`config.mk`:
```
export PLATFORM = sky130hd
export DESIGN_NAME = ioc_and_device_config
export DESIGN_NICKNAME = d
export VERILOG_FILES = /design/src/ioc_cfg_pkg.sv /design/src/ioc_and_device_config.sv /design/src/ioc_port_unit.sv
export SDC_FILE = /design/constraint.sdc
export NUM_CORES = 1
export LEC_CHECK = 0
export BUFFER_PORTS_ARGS = -buffer_cell sky130_fd_sc_hd__buf_2
export CELL_PAD_IN_SITES_DETAIL_PLACEMENT = 1
export CELL_PAD_IN_SITES_GLOBAL_PLACEMENT = 1
export CORE_MARGIN = 10
export CORE_UTILIZATION = 53
export CTS_CLUSTER_DIAMETER = 80
export DETAILED_ROUTE_END_ITERATION = 8
export HOLD_SLACK_MARGIN = 0.1
export MAX_ROUTING_LAYER = met4
export PLACE_DENSITY_LB_ADDON = 0.1
export SLEW_MARGIN = 20
export SYNTH_ARGS = -nofsm -noshare
export SYNTH_HDL_FRONTEND = slang
export SYNTH_SLANG_ARGS = --single-unit
```
`constraint.sdc`:
```
create_clock -name clk -period 4.3 [get_ports clk]
set_input_delay 0.215 -clock clk [delete_from_list [all_inputs] [get_ports clk]]
set_output_delay 0.215 -clock clk [all_outputs]
set_load 0.01 [all_outputs]
```
`src/ioc_cfg_pkg.sv`:
```
// Purpose: Shared constants for the change-interrupt and configuration block
// Assumes: Byte-wide registers reached through an internal address pointer
// Notes:   Register indices are per-port offsets; the bank bit maps them to addresses
package ioc_cfg_pkg;

  // ----------------------------------------------------------------------
  // Widths
  // ----------------------------------------------------------------------
  localparam int DATA_W = 8;            // Register and port width
  localparam int PTR_W = 8;             // Address pointer width
  localparam int HWADDR_W = 3;          // Hardware address pins

  // ----------------------------------------------------------------------
  // Per-port register indices (segregated layout offsets)
  // ----------------------------------------------------------------------
  localparam logic [4:0] IDX_IRQ_ENABLE = 5'h02;   // pin_change_irq_enable
  localparam logic [4:0] IDX_DEFAULT = 5'h03;      // compare_default_value
  localparam logic [4:0] IDX_SOURCE_SEL = 5'h04;   // compare_source_select
  localparam logic [4:0] IDX_CONFIG = 5'h05;       // device_configuration
  localparam logic [4:0] IDX_FLAG = 5'h07;         // irq_flag_register
  localparam logic [4:0] IDX_CAPTURE = 5'h08;      // irq_capture_register
  localparam logic [4:0] IDX_PORT = 5'h09;         // pin value register
  localparam logic [4:0] IDX_LAST = 5'h0A;         // Highest per-port index

  // ----------------------------------------------------------------------
  // Address map bounds
  // ----------------------------------------------------------------------
  localparam logic [7:0] BANKED_B_BASE = 8'h10;    // Second port base, banked
  localparam logic [7:0] BANKED_B_LAST = 8'h1A;    // Second port top, banked
  localparam logic [7:0] PAIRED_LAST = 8'h15;      // Top of paired map

  // ----------------------------------------------------------------------
  // Configuration field positions
  // ----------------------------------------------------------------------
  localparam int CFG_BANK = 7;          // Map layout
  localparam int CFG_MIRROR = 6;        // Interrupt output merge
  localparam int CFG_SEQ_DIS = 5;       // pointer_autoinc_disable
  localparam int CFG_SLEW_DIS = 4;      // sda_slew_disable
  localparam int CFG_ADDR_EN = 3;       // addr_pin_enable
  localparam int CFG_OPEN_DRAIN = 2;    // irq_open_drain
  localparam int CFG_ACT_LEVEL = 1;     // irq_active_level
  localparam logic [7:0] CFG_WR_MASK = 8'hFE;  // Bit 0 unimplemented

  // ----------------------------------------------------------------------
  // Reset values
  // ----------------------------------------------------------------------
  localparam logic [7:0] RST_REG = 8'h00;      // All block registers
  localparam logic [7:0] RST_PTR = 8'h00;      // Address pointer

endpackage : ioc_cfg_pkg

```
`src/ioc_and_device_config.sv`:
```
// Purpose: Change-interrupt configuration and device configuration for two ports
// Assumes: Serial front end on clk presents pointer loads and byte strobes
// Notes:   Registers outside this block read as zero through this path
//
// Summary of operation
// - Enable bit gates change interrupt per pin
// - Default mode fires when pin opposes default
// - Source bit picks default or previous level
// - Bank set: ports at 00-0A and 10-1A
// - Bank clear: registers interleaved, 00 to 15
// - Layout change acts at once, pointer advances as for any byte
// - Merge set: either port drives both outputs
// - Merge clear: each output follows its port
// - Pointer advances per byte unless disabled
// - Slew disable bit turns off SDA limiting
// - Address follows pins when enabled, else zero; with SPI_VARIANT clear it always follows pins
// - Open-drain bit overrides polarity on outputs
// - Polarity bit picks active high or low
// - Config bit 0 reads zero, ignores writes
// - Per-port interrupt cleared by port/capture read
// - Flag bits mark the pins that fired
`timescale 1ns/1ns
module ioc_and_device_config #(
  parameter bit SPI_VARIANT = 1'b1  // Address enable bit acts only on this variant
) (
  // Clock and reset
  input wire logic clk,
  input wire logic nrst,
  // Byte port from the serial front end
  input wire logic ptr_load,
  input wire logic [ioc_cfg_pkg::PTR_W-1:0] ptr_value,
  input wire logic wr_stb,
  input wire logic [ioc_cfg_pkg::DATA_W-1:0] wr_data,
  input wire logic rd_stb,
  output logic [ioc_cfg_pkg::DATA_W-1:0] rd_data,
  output logic rd_valid,
  output logic [ioc_cfg_pkg::PTR_W-1:0] addr_ptr,
  // Port pins
  input wire logic [ioc_cfg_pkg::DATA_W-1:0] first_port,
  input wire logic [ioc_cfg_pkg::DATA_W-1:0] second_port,
  // Address pins and serial pin control
  input wire logic addr_pin_two,
  input wire logic addr_pin_one,
  input wire logic addr_pin_zero,
  output logic [ioc_cfg_pkg::HWADDR_W-1:0] hw_addr,
  output logic sda_slew_limit,
  // Interrupt outputs
  output logic irq_out_a,
  output logic irq_out_a_oe,
  output logic irq_out_b,
  output logic irq_out_b_oe
);

  localparam int W = ioc_cfg_pkg::DATA_W;

  // ----------------------------------------------------------------------
  // Pin synchronisers
  // ----------------------------------------------------------------------
  logic [W-1:0] pa_meta_q, pa_q;   // First port, two stages
  logic [W-1:0] pb_meta_q, pb_q;   // Second port, two stages
  logic [2:0] ad_meta_q, ad_q;     // Address pins, two stages

  // Only the second stage is read by logic
  always_ff @(posedge clk or negedge nrst) begin
    if (!nrst) begin
      pa_meta_q <= '0;
      pa_q <= '0;
      pb_meta_q <= '0;
      pb_q <= '0;
      ad_meta_q <= '0;
      ad_q <= '0;
    end else begin
      pa_meta_q <= first_port;
      pa_q <= pa_meta_q;
      pb_meta_q <= second_port;
      pb_q <= pb_meta_q;
      ad_meta_q <= {addr_pin_two, addr_pin_one, addr_pin_zero};
      ad_q <= ad_meta_q;
    end
  end

  // ----------------------------------------------------------------------
  // Registers
  // ----------------------------------------------------------------------
  logic [W-1:0] en_q [2];     // pin_change_irq_enable per port
  logic [W-1:0] def_q [2];    // compare_default_value per port
  logic [W-1:0] sel_q [2];    // compare_source_select per port
  logic [W-1:0] cfg_q;        // device_configuration, shared by both ports
  logic [W-1:0] flags [2];
  logic [W-1:0] capt [2];
  logic [1:0] pend;
  logic [1:0] clr;

  // ----------------------------------------------------------------------
  // Address decode
  // ----------------------------------------------------------------------
  logic dec_ok;               // Pointer lands on a mapped location
  logic dec_port;             // 0 first port, 1 second port
  logic [4:0] dec_idx;        // Per-port register index

  // Decode follows the live bank bit, so a layout write acts on the next byte
  always_comb begin
    dec_ok = 1'b0;
    dec_port = 1'b0;
    dec_idx = '0;
    if (cfg_q[ioc_cfg_pkg::CFG_BANK]) begin
      if (addr_ptr <= 8'({3'b000, ioc_cfg_pkg::IDX_LAST})) begin
        dec_ok = 1'b1;
        dec_idx = addr_ptr[4:0];
      end else if (addr_ptr >= ioc_cfg_pkg::BANKED_B_BASE
                   && addr_ptr <= ioc_cfg_pkg::BANKED_B_LAST) begin
        dec_ok = 1'b1;
        dec_port = 1'b1;
        dec_idx = {1'b0, addr_ptr[3:0]};
      end
    end else if (addr_ptr <= ioc_cfg_pkg::PAIRED_LAST) begin
      dec_ok = 1'b1;
      dec_port = addr_ptr[0];
      dec_idx = {1'b0, addr_ptr[4:1]};
    end
  end

  // ----------------------------------------------------------------------
  // Address pointer
  // ----------------------------------------------------------------------
  // Loaded by the front end; layout writes advance it like any other byte
  always_ff @(posedge clk or negedge nrst) begin
    if (!nrst) begin
      addr_ptr <= ioc_cfg_pkg::RST_PTR;
    end else if (ptr_load) begin
      addr_ptr <= ptr_value;
    end else if ((wr_stb || rd_stb) && !cfg_q[ioc_cfg_pkg::CFG_SEQ_DIS]) begin
      addr_ptr <= addr_ptr + 8'h01;
    end
  end

  // ----------------------------------------------------------------------
  // Register writes
  // ----------------------------------------------------------------------
  logic wr_go;                // Write accepted this cycle
  assign wr_go = wr_stb && !ptr_load && dec_ok;

  // Per-port configuration registers
  always_ff @(posedge clk or negedge nrst) begin
    if (!nrst) begin
      for (int p = 0; p < 2; p++) begin
        en_q[p] <= ioc_cfg_pkg::RST_REG;
        def_q[p] <= ioc_cfg_pkg::RST_REG;
        sel_q[p] <= ioc_cfg_pkg::RST_REG;
      end
    end else if (wr_go) begin
      case (dec_idx)
        ioc_cfg_pkg::IDX_IRQ_ENABLE: en_q[dec_port] <= wr_data;
        ioc_cfg_pkg::IDX_DEFAULT: def_q[dec_port] <= wr_data;
        ioc_cfg_pkg::IDX_SOURCE_SEL: sel_q[dec_port] <= wr_data;
        default: ;  // Config is written below; others read-only or outside this block
      endcase
    end
  end

  // Configuration register, reachable from either port's address
  always_ff @(posedge clk or negedge nrst) begin
    if (!nrst) begin
      cfg_q <= ioc_cfg_pkg::RST_REG;
    end else if (wr_go && dec_idx == ioc_cfg_pkg::IDX_CONFIG) begin
      cfg_q <= wr_data & ioc_cfg_pkg::CFG_WR_MASK;
    end
  end

  // ----------------------------------------------------------------------
  // Register reads
  // ----------------------------------------------------------------------
  logic rd_go;                // Read accepted this cycle
  logic [W-1:0] rd_mux;
  assign rd_go = rd_stb && !ptr_load && !wr_stb;

  // Unmapped and out-of-block locations return zero
  always_comb begin
    rd_mux = '0;
    if (dec_ok) begin
      case (dec_idx)
        ioc_cfg_pkg::IDX_IRQ_ENABLE: rd_mux = en_q[dec_port];
        ioc_cfg_pkg::IDX_DEFAULT: rd_mux = def_q[dec_port];
        ioc_cfg_pkg::IDX_SOURCE_SEL: rd_mux = sel_q[dec_port];
        ioc_cfg_pkg::IDX_CONFIG: rd_mux = cfg_q;
        ioc_cfg_pkg::IDX_FLAG: rd_mux = flags[dec_port];
        ioc_cfg_pkg::IDX_CAPTURE: rd_mux = capt[dec_port];
        ioc_cfg_pkg::IDX_PORT: rd_mux = dec_port ? pb_q : pa_q;
        default: rd_mux = '0;
      endcase
    end
  end

  // Read data lands one cycle after the strobe
  always_ff @(posedge clk or negedge nrst) begin
    if (!nrst) begin
      rd_data <= '0;
      rd_valid <= 1'b0;
    end else begin
      rd_valid <= rd_go;
      if (rd_go) begin
        rd_data <= rd_mux;
      end
    end
  end

  // A read of port value or capture clears that port's interrupt only
  always_comb begin
    clr = 2'b00;
    if (rd_go && dec_ok && (dec_idx == ioc_cfg_pkg::IDX_PORT
        || dec_idx == ioc_cfg_pkg::IDX_CAPTURE)) begin
      clr[dec_port] = 1'b1;
    end
  end

  // ----------------------------------------------------------------------
  // Per-port change detection
  // ----------------------------------------------------------------------
  for (genvar p = 0; p < 2; p++) begin : g_port
    ioc_port_unit #(.W(W)) u_unit (
      .clk(clk),
      .nrst(nrst),
      .pin_level(p == 0 ? pa_q : pb_q),
      .irq_enable(en_q[p]),
      .compare_default(def_q[p]),
      .compare_sel(sel_q[p]),
      .clear_stb(clr[p]),
      .flags_q(flags[p]),
      .capture_q(capt[p]),
      .pending_q(pend[p])
    );
  end

  // ----------------------------------------------------------------------
  // Interrupt output drivers
  // ----------------------------------------------------------------------
  logic act_a, act_b;         // Active request per output
  logic mir, od, pol;
  assign mir = cfg_q[ioc_cfg_pkg::CFG_MIRROR];
  assign od = cfg_q[ioc_cfg_pkg::CFG_OPEN_DRAIN];
  assign pol = cfg_q[ioc_cfg_pkg::CFG_ACT_LEVEL];
  assign act_a = pend[0] || (mir && pend[1]);
  assign act_b = pend[1] || (mir && pend[0]);

  // Open drain pulls low only while active; push-pull always drives
  always_ff @(posedge clk or negedge nrst) begin
    if (!nrst) begin
      irq_out_a <= 1'b1;
      irq_out_b <= 1'b1;
      irq_out_a_oe <= 1'b1;
      irq_out_b_oe <= 1'b1;
    end else if (od) begin
      irq_out_a <= 1'b0;
      irq_out_b <= 1'b0;
      irq_out_a_oe <= act_a;
      irq_out_b_oe <= act_b;
    end else begin
      irq_out_a <= act_a ~^ pol;
      irq_out_b <= act_b ~^ pol;
      irq_out_a_oe <= 1'b1;
      irq_out_b_oe <= 1'b1;
    end
  end

  // ----------------------------------------------------------------------
  // Serial pin controls
  // ----------------------------------------------------------------------
  // Registered so the front end sees glitch-free levels
  always_ff @(posedge clk or negedge nrst) begin
    if (!nrst) begin
      hw_addr <= '0;
      sda_slew_limit <= 1'b1;
    end else begin
      sda_slew_limit <= !cfg_q[ioc_cfg_pkg::CFG_SLEW_DIS];
      hw_addr <= (!SPI_VARIANT || cfg_q[ioc_cfg_pkg::CFG_ADDR_EN]) ? ad_q : 3'b000;
    end
  end

  // ----------------------------------------------------------------------
  // Assertions
  // ----------------------------------------------------------------------
  property p_merge;
    @(posedge clk) disable iff (!nrst)
      (!od && pol && mir && (|pend)) |=> (irq_out_a && irq_out_b);
  endproperty
  a_merge: assert property (p_merge)
    else $error("merged outputs not both active");

  property p_split;
    @(posedge clk) disable iff (!nrst)
      (!od && !mir && pend == 2'b01) |=> (irq_out_a == $past(pol) && irq_out_b != $past(pol));
  endproperty
  a_split: assert property (p_split)
    else $error("unmerged output driven by other port");

  property p_open_drain;
    @(posedge clk) disable iff (!nrst)
      od |=> (!irq_out_a && irq_out_a_oe == $past(act_a) && !irq_out_b);
  endproperty
  a_open_drain: assert property (p_open_drain)
    else $error("open drain output misdriven");

  property p_polarity;
    @(posedge clk) disable iff (!nrst)
      !od |=> (irq_out_a_oe && irq_out_a == ($past(act_a) ~^ $past(pol)));
  endproperty
  a_polarity: assert property (p_polarity)
    else $error("push-pull level wrong for polarity");

  property p_cfg_bit0;
    @(posedge clk) disable iff (!nrst)
      rd_go && dec_ok && dec_idx == ioc_cfg_pkg::IDX_CONFIG |=> rd_valid && !rd_data[0];
  endproperty
  a_cfg_bit0: assert property (p_cfg_bit0)
    else $error("config bit 0 read as one");

  property p_ptr_hold;
    @(posedge clk) disable iff (!nrst)
      (rd_stb && !ptr_load && cfg_q[ioc_cfg_pkg::CFG_SEQ_DIS]) |=> $stable(addr_ptr);
  endproperty
  a_ptr_hold: assert property (p_ptr_hold)
    else $error("pointer moved with auto-increment off");

  property p_hw_addr;
    @(posedge clk) disable iff (!nrst)
      (SPI_VARIANT && !cfg_q[ioc_cfg_pkg::CFG_ADDR_EN]) |=> (hw_addr == 3'b000);
  endproperty
  a_hw_addr: assert property (p_hw_addr)
    else $error("hardware address not zero when disabled");

  property p_slew;
    @(posedge clk) disable iff (!nrst)
      ##1 (sda_slew_limit == !$past(cfg_q[ioc_cfg_pkg::CFG_SLEW_DIS]));
  endproperty
  a_slew: assert property (p_slew)
    else $error("slew control does not follow config");

  c_merge: cover property (@(posedge clk) disable iff (!nrst) mir && pend == 2'b10);
  c_bank_switch: cover property (@(posedge clk) disable iff (!nrst)
    wr_go && dec_idx == ioc_cfg_pkg::IDX_CONFIG && wr_data[ioc_cfg_pkg::CFG_BANK]);
  c_clear_read: cover property (@(posedge clk) disable iff (!nrst) |clr);

endmodule : ioc_and_device_config

```
`src/ioc_port_unit.sv`:
```
// Purpose: Change detection, flags, capture and pending signal for one port
// Assumes: Pin levels already synchronised to clk
// Notes:   A new event in the clearing cycle wins over the clear
`timescale 1ns/1ns
module ioc_port_unit #(
  parameter int W = 8
) (
  // Clock and reset
  input wire logic clk,
  input wire logic nrst,
  // Synchronised pins and configuration
  input wire logic [W-1:0] pin_level,
  input wire logic [W-1:0] irq_enable,
  input wire logic [W-1:0] compare_default,
  input wire logic [W-1:0] compare_sel,
  // Read of port or capture register
  input wire logic clear_stb,
  // State
  output logic [W-1:0] flags_q,
  output logic [W-1:0] capture_q,
  output logic pending_q
);

  // ----------------------------------------------------------------------
  // Compare logic
  // ----------------------------------------------------------------------
  logic [W-1:0] prev_q;     // Pin level one cycle ago
  logic [W-1:0] mismatch;   // Enabled pins whose compare fails
  logic fire;               // Event taken this cycle

  // Reference is the stored default or the previous level, per pin
  assign mismatch = irq_enable & (pin_level ^ ((compare_sel & compare_default)
                    | (~compare_sel & prev_q)));
  // Only the first event is latched until the host clears it
  assign fire = (!pending_q || clear_stb) && (|mismatch);

  // Previous level tracks the pins every cycle
  always_ff @(posedge clk or negedge nrst) begin
    if (!nrst) begin
      prev_q <= '0;
    end else begin
      prev_q <= pin_level;
    end
  end

  // Flag, capture and pending; set beats clear
  always_ff @(posedge clk or negedge nrst) begin
    if (!nrst) begin
      flags_q <= '0;
      capture_q <= '0;
      pending_q <= 1'b0;
    end else if (fire) begin
      flags_q <= mismatch;
      capture_q <= pin_level;
      pending_q <= 1'b1;
    end else if (clear_stb) begin
      flags_q <= '0;
      pending_q <= 1'b0;
    end
  end

  // ----------------------------------------------------------------------
  // Assertions
  // ----------------------------------------------------------------------
  property p_masked_no_flag;
    @(posedge clk) disable iff (!nrst)
      $rose(pending_q) |-> ((flags_q & ~$past(irq_enable)) == '0);
  endproperty
  a_masked_no_flag: assert property (p_masked_no_flag)
    else $error("flag set on a disabled pin");

  property p_default_fires;
    @(posedge clk) disable iff (!nrst)
      (!pending_q && irq_enable[0] && compare_sel[0] && (pin_level[0] != compare_default[0]))
      |=> (pending_q && flags_q[0]);
  endproperty
  a_default_fires: assert property (p_default_fires)
    else $error("default mismatch did not raise interrupt");

  property p_prev_fires;
    @(posedge clk) disable iff (!nrst)
      (!pending_q && irq_enable[0] && !compare_sel[0] && (pin_level[0] != prev_q[0]))
      |=> (pending_q && flags_q[0] && capture_q[0] == $past(pin_level[0]));
  endproperty
  a_prev_fires: assert property (p_prev_fires)
    else $error("pin change did not raise interrupt");

  property p_clear;
    @(posedge clk) disable iff (!nrst)
      (clear_stb && mismatch == '0) |=> (!pending_q && flags_q == '0);
  endproperty
  a_clear: assert property (p_clear)
    else $error("read did not clear interrupt");

  property p_flag_source;
    @(posedge clk) disable iff (!nrst)
      $rose(pending_q) |-> (flags_q != '0);
  endproperty
  a_flag_source: assert property (p_flag_source)
    else $error("interrupt without source flag");

  c_set_beats_clear: cover property (@(posedge clk) disable iff (!nrst)
    pending_q && clear_stb && (|mismatch) ##1 pending_q);

endmodule : ioc_port_unit
```
# ---- Word-level counts from Yosys, hierarchy flattened
# Index checks and enable logic that the tools add are counted.
dict set report word_totals {
  register_bits 168
  output_inout_bits 25
  in_bits 40
}
dict set report op_classes {
  reduce_logical 35
  mux 52
  magnitude_cmp 8
  eq_ne 7
  bitwise 15
  n_addsub 1
}
# cell n
set op_table {}
lappend op_table {{$mux W8} 24}
lappend op_table {{$pmux W8 S7} 1}
lappend op_table {{$and A8 B8 Y8} 6}
lappend op_table {{$bwmux W16} 3}
lappend op_table {{$le A8 B5 Y1 const B} 2}
lappend op_table {{$mux W1} 16}
lappend op_table {{$not A8 Y8} 2}
lappend op_table {{$or A8 B8 Y8} 2}
lappend op_table {{$reduce_or A8 Y1} 2}
lappend op_table {{$xor A8 B8 Y8} 2}
lappend op_table {{$eq A5 B3 Y1 const B} 3}
lappend op_table {{$logic_and A1 B1 Y1} 15}
lappend op_table {{$eq A5 B2 Y1 const B} 2}
lappend op_table {{$eq A5 B4 Y1 const B} 2}
lappend op_table {{$mux W5} 2}
lappend op_table {{$add A8 B1 Y8 const B} 1}
lappend op_table {{$demux W8 S1} 1}
lappend op_table {{$ge A8 B5 Y1 const B} 1}
lappend op_table {{$le A8 B4 Y1 const B} 1}
lappend op_table {{$mux W4} 2}
lappend op_table {{$logic_not A1 Y1} 6}
lappend op_table {{$logic_or A1 B1 Y1} 6}
lappend op_table {{$reduce_and A2 Y1} 3}
lappend op_table {{$reduce_bool A2 Y1} 3}
lappend op_table {{9 further kinds} 10}

# ---- Depth between registers and ports, before layout
# Gate-level depths: netlist (run 1).
dict set report logic_depth {
  depth_word 13
  mapped_depth 12
}

# ---- Hierarchy
# From an unflattened synthesis (run 1), not the netlist that was laid out.
dict set report hier_totals {
  cells_unflattened 641
  area_unflattened_um2 7972.6
}
# mod instances area_per_inst_um2 cells_each
set modules_own_cells {}
lappend modules_own_cells {ioc_and_device_config 1 5688.0 449}
lappend modules_own_cells {ioc_port_unit 2 1142.3 96}

# ---- Worst setup path before layout (run 1)
# Ideal clock, no wire load.
dict set report synth_path {
  kind {flip-flop to flip-flop}
  from {register addr_ptr[1] (netlist bit)}
  to {register sel_q[0] (netlist bit)}
  synth_period_minus_slack_ps 2728
  path_stages_with_launch 11
  arrival_time_ps 2603
  setup_ps 125
  path_slack_ps 1572
  cell_sequence {dfrtp_1 > buf_2 > inv_1 > ha_1 > and4bb_4 > nor2_2 > o2bb2ai_4 > or4_4 > buf_6 > nor2_8 > mux2_4}
}
dict set report synth_via {
  elab_chain_len 11
  elab_cells_between_ends 26
  cone_classes {order compare: 6; eq/ne: 1; mux: 14; bitwise: 1; reduce/logical: 4}
}
# item line
set synth_rtl {}
lappend synth_rtl {{from (decl)} ioc_and_device_config.sv:37} ;# output logic [ioc_cfg_pkg::PTR_W-1:0] addr_ptr,
lappend synth_rtl {{from (signal assigned)} ioc_and_device_config.sv:129} ;# addr_ptr <= ioc_cfg_pkg::RST_PTR;
lappend synth_rtl {{from (signal assigned)} ioc_and_device_config.sv:131} ;# addr_ptr <= ptr_value;
lappend synth_rtl {{from (signal assigned)} ioc_and_device_config.sv:133} ;# addr_ptr <= addr_ptr + 8'h01;
lappend synth_rtl {{$ge A8 B5 Y1 / $le A8 B5 Y1 (equally long branches)} {ioc_and_device_config.sv:110, ioc_and_device_config.sv:111}}
lappend synth_rtl {{$logic_and A1 B1 Y1} ioc_and_device_config.sv:111} ;# && addr_ptr <= ioc_cfg_pkg::BANKED_B_LAST) begin
lappend synth_rtl {{$mux W1} ioc_and_device_config.sv:110} ;# end else if (addr_ptr >= ioc_cfg_pkg::BANKED_B_BASE
lappend synth_rtl {{$mux W1} ioc_and_device_config.sv:107} ;# if (addr_ptr <= 8'({3'b000, ioc_cfg_pkg::IDX_LAST})) begin
lappend synth_rtl {{$mux W1} ioc_and_device_config.sv:106} ;# if (cfg_q[ioc_cfg_pkg::CFG_BANK]) begin
lappend synth_rtl {{$not A1 Y2 (not written as such)} ioc_and_device_config.sv:155} ;# ioc_cfg_pkg::IDX_SOURCE_SEL: sel_q[dec_port] <= wr_data;
lappend synth_rtl {{$ge A2 B2 Y1 (not written as such) / $lt A2 B1 Y1 (equally long branches)} ioc_and_device_config.sv:155}
lappend synth_rtl {{$logic_and A1 B1 Y1 (not written as such)} ioc_and_device_config.sv:155}
lappend synth_rtl {{$mux W8 (not written as such)} ioc_and_device_config.sv:155}
lappend synth_rtl {{$demux W8 S1} ioc_and_device_config.sv:155}
lappend synth_rtl {{$bwmux W16} ioc_and_device_config.sv:155}
lappend synth_rtl {{to (signal, indexed assignment)} ioc_and_device_config.sv:149} ;# sel_q[p] <= ioc_cfg_pkg::RST_REG;
lappend synth_rtl {{to (signal, indexed assignment)} ioc_and_device_config.sv:155}
lappend synth_rtl {{to (decl)} ioc_and_device_config.sv:87} ;# logic [W-1:0] sel_q [2];
# Parallel ways exist; a longest one is shown, timed or not.
# A chain may end at the register's enable or synchronous reset.

# ---- Worst setup path in the final report (run 1)
dict set report layout_path {
  from {register addr_ptr[1] (netlist bit)}
  to {register g_port[0].u_unit.capture_q[0]}
}
dict set report layout_via {
  elab_chain_len 12
  elab_cells_between_ends 29
  cone_classes {order compare: 6; eq/ne: 2; mux: 14; reduce/logical: 7}
}
# item line
set layout_rtl {}
lappend layout_rtl {{$ge A8 B5 Y1 / $le A8 B5 Y1 (equally long branches)} {ioc_and_device_config.sv:110, ioc_and_device_config.sv:111}}
lappend layout_rtl {{$logic_and A1 B1 Y1} ioc_and_device_config.sv:111}
lappend layout_rtl {{$mux W1} ioc_and_device_config.sv:110}
lappend layout_rtl {{$mux W1} ioc_and_device_config.sv:107}
lappend layout_rtl {{$mux W1} ioc_and_device_config.sv:106}
lappend layout_rtl {{$lt A1 B2 Y1 (not written as such) / $ge A1 B1 Y1 (equally long branches)} ioc_and_device_config.sv:212} ;# clr[dec_port] = 1'b1;
lappend layout_rtl {{$logic_and A1 B1 Y1 (not written as such)} ioc_and_device_config.sv:212}
lappend layout_rtl {{$mux W1 (not written as such)} ioc_and_device_config.sv:212}
lappend layout_rtl {{$demux W1 S1} ioc_and_device_config.sv:212}
lappend layout_rtl {{$mux W2 *} ioc_and_device_config.sv:210} ;# if (rd_go && dec_ok && (dec_idx == ioc_cfg_pkg::IDX_PORT
lappend layout_rtl {{$logic_or A1 B1 Y1 *} ioc_port_unit.sv:35} ;# assign fire = (!pending_q || clear_stb) && (|mismatch);
lappend layout_rtl {{$logic_and A1 B1 Y1 *} ioc_port_unit.sv:35}
lappend layout_rtl {{to (signal assigned)} ioc_port_unit.sv:54} ;# capture_q <= pin_level;
lappend layout_rtl {{to (decl)} ioc_port_unit.sv:20} ;# output logic [W-1:0] capture_q,
# Mark *: on every way between the ends. The rest lies on a longest branch, timed or not.

==> flow_summary.toml, run 1 <==
[placed_design]
placed_cells = 812
io_buffers = 64
dp_hpwl_um = 14300
place.gp.congestion = 0.880
place_area_um2 = 8070

[drt]
top_layer_used = "met4"
via_per_inst = 6.00
num_vias = 5258
dr.pass1.iters = 4
routed-wl-met3_um = 1260
wl_met1_um = 9410
postRouteAntennaNets = 0
drt-total-wl_um = 21900
drc = 0
dr.first_iter.drc_count = 330
route.met2.wl_um = 10700
wire_per_inst_um = 25.0

[timing]
period_needed_ns = 3.54
fin_setup_tns_ns = 0
setup_viol = 0
slew_headroom_pct = 41.1
hold_viol_final = 0
fmax_ghz = 0.282
fin_crit_sh_pct = 82.4
worst_pin_slew_ns = 0.884
slew_violations = 0
rsz0062_at_grt = "false"
fin_skew_ns = 0.00690

[layout]
drive_gt1_share_pct = 26.1
final_cell_mix = "163 x dfrtp_1, 65 x mux2i_1, 63 x buf_2"
fin_cells = 876
diodes = 0
final_nets = 727
design_area_um2 = 9010
final_common_cell = "dfrtp_1"
area_growth_pct = 18.4

[logic_synthesis]
avgSynthCellArea_um2 = 13.0
yosysWarnings = 0
synth_edf_count = 0
synth.distinct_cells = 62
synthCells = 586
synth_fp_nets = 630
synth_flop_cell = "dfrtp_1"
ys_seq_area_share_pct = 55.3
async_flop_share_pct = 100
syn_area_um2 = 7610
ys_ff_latch = 168

[floorplan]
initial_core_util_pct = 54.4
die_w_um = 140
dieArea_um2 = 19500
die_h_um = 140
num_io_pins = 65
fp-row-count = 43
coreArea_um2 = 14000

[power]
total_power_mw = 3.80
p_seq_share_pct = 46.1
combinationalPowerShare_pct = 11.3
switching_share_pct = 26.6
intPower_mw = 2.79
irDropWorstVdd_mv = 0.325
p_switching_mw = 1.01
pwr-share-clk_pct = 42.6
leakagePower_nw = 4.41
p_per_area_nw_per_um2 = 422

[outcome]
outcome = "complete, no violations"

[clocking]
clkTransAtPathRegs_ns = 0.07
cts_root_buffer = "clkbuf_16"
cts_tree = "yes"
cts_buffer_depth = 2
cts_made_buffers = 17
clock_sinks = 168
insertion_delay_ns = 0.43
htree_levels = 4

[min_path]
min_path_cells = 2
holdCritStartpoint = "wr_data[4]"
min_to = "def_q[12]$_DFFE_PN0P_"
min-delay-path-class = "in -> reg"

[critical_path]
reg2reg_from = "addr_ptr[1]$_DFFE_PN0P_"
regToRegSetupSlack_ns = 0.76
path_class = "reg -> reg"
worstReg2RegEnd = "g_port[0].u_unit.capture_q[0]$_DFFE_PN0P_"
rr_worst_depth = 8
cp_cell_sequence = "inv_1 > ha_1 > and4bb_4 > nor3_2 > o21ai_4 > a21oi_2 > nand2b_1 > mux2_2"
worstPathRequired_ns = 4.61
slowest_delay_ns = 0.64
crit_path_end_kind = "flip-flop"
arrival_ns = 3.86
worst_path_max_delay_cell = "nand2b_1"
cp_max_fo = 17
start_kind = "flip-flop"

[run]
maxCapViolCount = 0

[global_route]
grt_max_degree = 85
grt_pass1_wl_um = 34800
antenna_found_initial = 0
track_usage_pct = 23.5
overflow = 0
grt_pass1_vias = 5774
Yosys cell counts (3+ instances only):
| cell | instances | area (um2) |
|---|---|---|
| inv_1 | 6 | 22.5 |
| nand2_1 | 57 | 214 |
| o22a_1 | 6 | 52.6 |
| mux2i_1 | 65 | 651 |
| buf_2 | 9 | 45.0 |
| nand2b_1 | 8 | 50.1 |
| xor2_1 | 4 | 35.0 |
| or3_1 | 4 | 25.0 |
| nand4_1 | 7 | 43.8 |
| a21oi_1 | 7 | 35.0 |
| a31oi_1 | 3 | 18.8 |
| nor2_4 | 3 | 33.8 |
| buf_4 | 8 | 60.1 |
| clkbuf_1 | 5 | 18.8 |
| o31a_1 | 3 | 26.3 |
| o211ai_1 | 5 | 37.5 |
| mux2_2 | 32 | 360 |
| nand3_1 | 3 | 15.0 |
| o21ai_0 | 16 | 80.1 |
| nor2_8 | 4 | 80.1 |
| xnor2_1 | 22 | 193 |
| dfstp_2 | 5 | 131 |
| a211oi_1 | 4 | 30.0 |
| nor3_1 | 4 | 20.0 |
| nor2_1 | 16 | 60.1 |
| o2bb2ai_1 | 16 | 140 |
| or2_2 | 4 | 25.0 |
| mux2_1 | 22 | 248 |
| o22ai_1 | 10 | 62.6 |
| dfrtp_1 | 163 | 4080 |
| and2_1 | 5 | 31.3 |
| mux2_4 | 16 | 240 |
| ha_1 | 4 | 50.1 |
| o21ai_1 | 3 | 15.0 |
| a32oi_1 | 3 | 26.3 |
final cells by class:
| cell class | instances | area [um2] |
|---|---|---|
| clock buffers | 18 | 429 |
| clock inverters | 14 | 186 |
| fillers | 1390 | 4980 |
| inverters | 6 | 22.5 |
| multi-input cells | 388 | 3240 |
| flip-flops and latches | 168 | 4210 |
| well taps | 180 | 225 |
| repair buffers | 102 | 692 |
worst max-delay path: cells and delay by family (launching register included):
family | cells | cell delay (ns)
and+or+nand+nor | 3 | 1.23
AOI/OAI and AO/OA | 2 | 0.81
DFF | 1 | 0.54
muxes | 1 | 0.41
adders and majority gates | 1 | 0.23
buffers and inverters | 1 | 0.20
registers in the layout (all words and copies together) (netlist names):
name and cells:
g_port.u_unit.pending_q 2, pa_meta_q 8, sda_slew_limit 1, rd_valid 1, sel_q 16, g_port.u_unit.flags_q 16, addr_ptr 8, rd_data 8
ad_meta_q 3, ad_q 3, irq_out_a 1, irq_out_b_oe 1, pb_meta_q 8, pa_q 8, pb_q 8, def_q 16
cfg_q 7, irq_out_a_oe 1, g_port.u_unit.capture_q 16, irq_out_b 1, hw_addr 3, g_port.u_unit.prev_q 16, en_q 16
logic make-up after synthesis:
logic type / share of synthesized area, %
compound gates: 9.19
xor+xnor: 2.99
fa+ha+maj: 0.658
buf+inv: 2.22
flops: 55.3
mux: 19.7
simple gates: 9.90
stage by stage:
stage	util, %	setup slack (ns)	hold WS [ns]
final	64.4	0.756	0.134
after global routing	64.4	0.620	0.134
after CTS	64.4	0.812	0.118
after detailed placement	57.7	0.849	0.322
after global placement	57.7	0.913	0.302
after floorplan	-	1.57	-0.0806
worst max-delay path by stage:
stage / startpoint / endpoint / slack, ns / cells after the start
after global placement: addr_ptr[1]$_DFFE_PN0P_ / g_port[0].u_unit.capture_q[3]$_DFFE_PN0P_ / 0.91 / 8
after floorplan: addr_ptr[1]$_DFFE_PN0P_ / sel_q[0]$_DFFE_PN0P_ / 1.57 / 10
after global routing: addr_ptr[1]$_DFFE_PN0P_ / g_port[0].u_unit.capture_q[6]$_DFFE_PN0P_ / 0.62 / 8
after detailed placement: addr_ptr[1]$_DFFE_PN0P_ / rd_data[4]$_DFFE_PN0P_ / 0.85 / 10
final: addr_ptr[1]$_DFFE_PN0P_ / g_port[0].u_unit.capture_q[0]$_DFFE_PN0P_ / 0.76 / 8
after CTS: addr_ptr[1]$_DFFE_PN0P_ / rd_data[4]$_DFFE_PN0P_ / 0.81 / 10
metal layers:
layer  track usage (%)  up-vias
met4              8.32        0
met3              5.58       33
met2              36.8      174
li1                  -     2303
met5                 -        -
met1              29.1     2748
power by group through the flow:
stage / clock network [mW] / registers [mW] / logic [mW]
after global routing: 1.71 / 1.77 / 0.466
after global placement: 0 / 1.77 / 0.380
after CTS: 1.63 / 1.75 / 0.428
final: 1.62 / 1.75 / 0.428
after detailed placement: 0 / 1.78 / 0.400
after floorplan: 0 / 1.75 / 0.278
timing repair:
item / in CTS / in global routing
resized for setup: 0 / 0
buffers inserted: 0 / 0
hold buffers: 32 / 0
hold endpoints to repair: 120 / 0
Note: power is estimated with default switching activity, not from simulation.
==> inputs of run 2 (changes only) <==
--- a/config.mk
+++ b/config.mk
@@ -5,11 +5,12 @@
 export SDC_FILE = /design/constraint.sdc
 export NUM_CORES = 1
 export LEC_CHECK = 0
+export ABC_AREA = 1
 export BUFFER_PORTS_ARGS = -buffer_cell sky130_fd_sc_hd__buf_2
 export CELL_PAD_IN_SITES_DETAIL_PLACEMENT = 1
 export CELL_PAD_IN_SITES_GLOBAL_PLACEMENT = 1
 export CORE_MARGIN = 10
-export CORE_UTILIZATION = 53
+export CORE_UTILIZATION = 45
 export CTS_CLUSTER_DIAMETER = 80
 export DETAILED_ROUTE_END_ITERATION = 8
 export HOLD_SLACK_MARGIN = 0.1
==> constraint.sdc (replaced) <==
create_clock -name clk -period 3.6 [get_ports clk]
set_input_delay 0.18 -clock clk [delete_from_list [all_inputs] [get_ports clk]]
set_output_delay 0.18 -clock clk [all_outputs]
set_load 0.01 [all_outputs]
==> run 2 against run 1 <==
Compared with the run above:
- utilization shrank 11 points
- non-clock buffer count down 3
- clock skew up 0.0013 ns
- global-route usage down 2.2 points
- largest cell class unchanged
- design area rose by 2.6%
- sequential power up 18%
- maximum frequency up 15%
- clock power rose by 15%
==> flow_summary.toml, run 2 <==
[timing]
fin_skew_ns = 0.00818
slew_violations = 0
rsz0062_at_grt = "false"
hold_slack_ns = 0.133
hold_viol_final = 0
fin_setup_tns_ns = 0
period_needed_ns = 3.08
slew_headroom_pct = 43.7
fin_crit_sh_pct = 85.5
setup_viol = 0
fmax_ghz = 0.325
worst_pin_slew_ns = 0.844

[drt]
postRouteAntennaNets = 0
dr.first_iter.drc_count = 374
drt-total-wl_um = 23800
via_per_inst = 5.26
wire_per_inst_um = 18.8
drc = 0
dr.pass1.iters = 4
num_vias = 6664

[logic_synthesis]
synth_commonest_cells = "316 x nand2_1, 163 x dfrtp_1, 90 x nand3_1, 76 x o21ai_1, 66 x inv_1"
syn_area_um2 = 7850
ys_seq_area_share_pct = 53.6
synth_edf_count = 0
yosysWarnings = 0
synth_top_area_cell = "dfrtp_1"
synth_flop_cell = "dfrtp_1"
ys_ff_latch = 168
synth_fp_nets = 986
synth_most_common_cell = "nand2_1"
async_flop_share_pct = 100
synth.area.top_cells = "dfrtp_1 52%, nand2_1 15%, nand3_1 5.7%, o21ai_1 4.8%, inv_1 3.2%"
synthCells = 942
synth_top_area_share_pct = 52.0
avgSynthCellArea_um2 = 8.33
synth.distinct_cells = 38

[critical_path]
cp_cell_sequence = "inv_1 > ha_1 > nor2_1 > nand2_2 > nand3_2 > nor2_2 > inv_2 > nand2_2 > a21oi_2 > nand3_2 > nand2_1 > nand2_2 > nand2_1 > o21ai_1"
slowest_delay_ns = 0.52
start_kind = "flip-flop"
path_class = "reg -> reg"
worstReg2RegEnd = "g_port[1].u_unit.capture_q[4]$_DFFE_PN0P_"
arrival_ns = 3.38
worst_path_max_delay_cell = "dfrtp_1"
reg2reg_from = "addr_ptr[0]$_DFFE_PN0P_"
rr_worst_depth = 14
worstPathRequired_ns = 3.90
cp_common_cell = "nand2_2"
crit_path_end_kind = "flip-flop"
regToRegSetupSlack_ns = 0.52
cp_max_fo = 21

[run]
maxCapViolCount = 0

[global_route]
antenna_found_initial = 0
grt_max_degree = 91
busiest_layer = "met2"
overflow = 0
track_usage_pct = 21.3
met1_usage_pct = 26.2
grt_use_met2_pct = 34.9
grt_pass1_vias = 6868
grt.met3_usage_pct = 4.46
grt_pass1_wl_um = 38200

[power]
switching_share_pct = 28.6
pwr-share-clk_pct = 41.5
p_seq_share_pct = 46.1
p_per_area_nw_per_um2 = 486
p_switching_mw = 1.28
total_power_mw = 4.49
intPower_mw = 3.21
leakagePower_nw = 4.57
irDropWorstVdd_mv = 0.337
combinationalPowerShare_pct = 12.3

[clocking]
cts_buffer_depth = 2
clock_sinks = 168
clkTransAtPathRegs_ns = 0.07
htree_levels = 4
cts_tree = "yes"
cts_made_buffers = 17
cts_root_buffer = "clkbuf_16"
insertion_delay_ns = 0.44

[floorplan]
initial_core_util_pct = 45.7
fp-row-count = 48
die_w_um = 152
num_io_pins = 65
coreArea_um2 = 17200
dieArea_um2 = 23100
die_h_um = 152

[placed_design]
dp_hpwl_um = 17400
place.gp.congestion = 0.886
io_buffers = 64

[min_path]
min-delay-path-class = "in -> reg"
holdCritStartpoint = "ptr_load"
min_path_cells = 3
min_to = "addr_ptr[1]$_DFFE_PN0P_"

[outcome]
outcome = "complete, no violations"

[layout]
final_cell_mix = "315 x nand2_1, 163 x dfrtp_1, 90 x nand3_1"
drive_gt1_share_pct = 16.1
final_common_cell = "nand2_1"
diodes = 0
area_growth_pct = 17.8
final_nets = 1073
[run 2: worst max path at each step]
stage | start | end | depth (start not counted)
finish | addr_ptr[0]$_DFFE_PN0P_ | g_port[1].u_unit.capture_q[4]$_DFFE_PN0P_ | 14
global route | addr_ptr[0]$_DFFE_PN0P_ | g_port[1].u_unit.capture_q[4]$_DFFE_PN0P_ | 14
CTS | addr_ptr[0]$_DFFE_PN0P_ | g_port[1].u_unit.capture_q[4]$_DFFE_PN0P_ | 14
detailed placement | addr_ptr[0]$_DFFE_PN0P_ | g_port[1].u_unit.capture_q[4]$_DFFE_PN0P_ | 14
global placement | addr_ptr[0]$_DFFE_PN0P_ | g_port[1].u_unit.capture_q[0]$_DFFE_PN0P_ | 14
floorplan | addr_ptr[0]$_DFFE_PN0P_ | sel_q[6]$_DFFE_PN0P_ | 14
[run 2: layer usage]
metal / part of all wire [%] / vias to the layer above
li1: - / 3239
met1: 45 / 3265
met2: 49 / 128
met5: 0 / -
met4: 2.0 / 0
met3: 3.4 / 32
[run 2: repair_timing]
action,4_1_cts,5_1_grt
endpoints found under the hold margin,112,0
hold buffers,30,0
setup endpoints to repair,0,13
setup buffers,0,0
gates resized for setup,0,1
[run 2: power by group through the flow]
stage                     registers, mW  logic [mW]  clock network (mW)
after detailed placement           2.11       0.525                   0
after floorplan                    2.09       0.332                   0
final                              2.07       0.553                1.86
after global placement             2.10       0.511                   0
after CTS                          2.07       0.558                1.89
after global routing               2.09       0.621                1.98
[run 2: final cells by class]
cell class / count / area [um2]
flip-flops and latches: 168 / 4210
clock inverters: 15 / 165
clock buffers: 17 / 425
inverters: 78 / 293
fillers: 2087 / 7930
multi-input cells: 665 / 3190
repair buffers: 99 / 677
well taps: 225 / 282
[run 2: through the flow]
step | util (%) | cell area (um2) | std cells | setup slack (ns)
after CTS | 53.8 | 9240 | 1267 | 0.278
after detailed placement | 48.6 | 8350 | 1205 | 0.280
after global placement | 48.6 | 8350 | 1205 | 0.495
after global routing | 53.8 | 9240 | 1267 | 0.159
after floorplan | - | 7850 | 942 | 1.37
final | 53.8 | 9240 | 1267 | 0.522
[run 2: worst max-delay path: cells and delay by family, from the launching register on]
kind | cells | cell delay, ns
AO/OA/AOI/OAI | 2 | 0.31
adder cells (fa/ha/maj) | 1 | 0.22
buffers and inverters | 2 | 0.20
flip-flops | 1 | 0.52
AND/OR/NAND/NOR | 9 | 1.67
[run 2: cell families (layout without fill, tap and decap cells)]
kind of cell | after synthesis | after routing | synth area share [%]
AOI/OAI and AO/OA | 126 | 126 | 8.62
xor gates and xnor gates | 5 | 5 | 0.558
adders and majority gates | 4 | 4 | 0.638
buffers and inverters | 109 | 209 | 5.74
DFF | 168 | 168 | 53.6
and+or+nand+nor | 530 | 530 | 30.8
==> inputs of run 3 (changes only) <==
--- a/config.mk
+++ b/config.mk
@@ -7,10 +7,8 @@
 export LEC_CHECK = 0
 export ABC_AREA = 1
 export BUFFER_PORTS_ARGS = -buffer_cell sky130_fd_sc_hd__buf_2
-export CELL_PAD_IN_SITES_DETAIL_PLACEMENT = 1
-export CELL_PAD_IN_SITES_GLOBAL_PLACEMENT = 1
 export CORE_MARGIN = 10
-export CORE_UTILIZATION = 45
+export CORE_UTILIZATION = 60
 export CTS_CLUSTER_DIAMETER = 80
 export DETAILED_ROUTE_END_ITERATION = 8
 export HOLD_SLACK_MARGIN = 0.1
==> run 3 against run 2 <==
Compared with the run above:
- critical path depth unchanged
- first-iteration DRC count up 40%
- register-to-register slack better by 0.02 ns
- sequential share of layout area up 0.27 points
- clock power about the same
- critical path type unchanged
- largest cell class unchanged
==> flow_summary.toml, run 3 (synthesis results as in run 2) <==
[clocking]
cts_setup_buffers = 0
cts_root_buffer = "clkbuf_16"
insertion_delay_ns = 0.43
clock_sinks = 168
clkTransAtPathRegs_ns = 0.06
htree_levels = 4
cts_made_buffers = 17
cts_buffer_depth = 2
cts_tree = "yes"

[floorplan]
die_w_um = 134
num_io_pins = 65
dieArea_um2 = 18100
initial_core_util_pct = 61.7
coreArea_um2 = 12700
fp-row-count = 41
die_h_um = 134

[power]
irDropWorstVdd_mv = 0.381
leakagePower_nw = 4.57
p_per_area_nw_per_um2 = 486

[drt]
via_per_inst = 5.52
dr.first_iter.drc_count = 523
postRouteAntennaNets = 0
dr.pass1.iters = 5
num_vias = 6698
drc = 0
wire_per_inst_um = 17.8
drt-total-wl_um = 21500

[layout]
final_nets = 1072
final_cell_mix = "315 x nand2_1, 163 x dfrtp_1, 90 x nand3_1"
area_growth_pct = 17.1
fillerInstances = 1028
multiInputGateArea_um2 = 3190
design_area_um2 = 9190
regArea_um2 = 4210
drive_gt1_share_pct = 16.1
diodes = 0
final_common_cell = "nand2_1"
fin_util_pct = 72.2

[timing]
hold_slack_ns = 0.134
setup_viol = 0
slew_violations = 0
fin_crit_sh_pct = 85.1
slew_headroom_pct = 50.0
hold_viol_final = 0
fin_skew_ns = 0.00810
fin_setup_tns_ns = 0
rsz0062_at_grt = "false"
fmax_ghz = 0.326
worst_pin_slew_ns = 0.749
period_needed_ns = 3.06

[global_route]
grt_pass1_vias = 6529
grt_pass1_wl_um = 34500
track_usage_pct = 25.1
grt_max_degree = 83
antenna_found_initial = 0
overflow = 0

[critical_path]
regToRegSetupSlack_ns = 0.54
start_kind = "flip-flop"
reg2reg_from = "addr_ptr[0]$_DFFE_PN0P_"
cp_max_fo = 21
worstReg2RegEnd = "g_port[1].u_unit.flags_q[0]$_DFFE_PN0P_"
rr_worst_depth = 14
arrival_ns = 3.38
path_class = "reg -> reg"
crit_path_end_kind = "flip-flop"
worstPathRequired_ns = 3.92

[placed_design]
dp_hpwl_um = 15300
io_buffers = 64
place.gp.congestion = 0.936
place_area_um2 = 8300

[min_path]
holdCritStartpoint = "wr_stb"
min_to = "rd_valid$_DFF_PN0_"
min_path_cells = 3
min-delay-path-class = "in -> reg"

[outcome]
outcome = "complete, no violations"

[run]
maxCapViolCount = 0
-- run 3: cell types whose count changed in the layout (fill, tap and decap cells not counted) --
cell and change:
clkbuf_8 +3, clkinv_2 -2, dlygate4sd3_1 -2, inv_8 -2
buf_12 +1, clkbuf_1 +1
-- run 3: what timing repair did --
action / 4_1_cts / 5_1_grt
hold buffers: 28 / 0
hold endpoints to repair: 106 / 0
resized for setup: 0 / 1
setup endpoints to repair: 0 / 4
-- run 3: power by group --
group	internal [mW]	switching, mW
combinational	0.184	0.362
clock	1.09	0.765
sequential	1.99	0.0834
-- run 3: area by class of cell --
| type | instances | area share [%] |
|---|---|---|
| clock buffer | 21 | 5.12 |
| clock inverter | 11 | 1.44 |
| inverter | 78 | 3.19 |
| multi-input combinational | 665 | 34.7 |
| sequential | 168 | 45.8 |
| tap | 172 | 2.34 |
| timing repair buffer | 98 | 7.37 |
-- run 3: critical path: stages (launching register included) --
cell	delay, ns
dfrtp_1	0.50
inv_1	0.14
ha_1	0.21
nor2_1	0.12
nand2_2	0.10
nand3_2	0.14
nor2_2	0.06
inv_2	0.05
nand2_2	0.19
a21oi_2	0.23
nand3_2	0.21
nand2_1	0.39
nand2_2	0.35
nand3_1	0.17
nand2_1	0.07
-- run 3: metrics by stage --
step | setup slack [ns] | power (mW) | cells
after floorplan | 1.37 | 2.42 | 942
after global placement | 0.514 | 2.61 | 1153
after detailed placement | 0.393 | 2.62 | 1153
final | 0.537 | 4.47 | 1213
after CTS | 0.353 | 4.48 | 1213
after global routing | 0.238 | 4.64 | 1213
-- run 3: worst max-delay path by stage --
stage	from	end	slack, ns	cells after the start
floorplan	addr_ptr[0]$_DFFE_PN0P_	sel_q[6]$_DFFE_PN0P_	1.37	14
global placement	addr_ptr[0]$_DFFE_PN0P_	g_port[1].u_unit.capture_q[7]$_DFFE_PN0P_	0.51	14
detailed placement	addr_ptr[0]$_DFFE_PN0P_	g_port[1].u_unit.capture_q[4]$_DFFE_PN0P_	0.39	14
CTS	addr_ptr[0]$_DFFE_PN0P_	g_port[1].u_unit.flags_q[0]$_DFFE_PN0P_	0.35	14
global route	addr_ptr[0]$_DFFE_PN0P_	g_port[1].u_unit.flags_q[4]$_DFFE_PN0P_	0.24	14
finish	addr_ptr[0]$_DFFE_PN0P_	g_port[1].u_unit.flags_q[0]$_DFFE_PN0P_	0.54	14
-- run 3: metal layers --
metal,vias to the layer above,GRT usage (%),part of all wire [%]
met2,232,39.5,48
met1,3180,31.3,43
met5,-,-,0
li1,3243,-,-
met3,43,5.68,6.2
met4,0,8.95,2.4
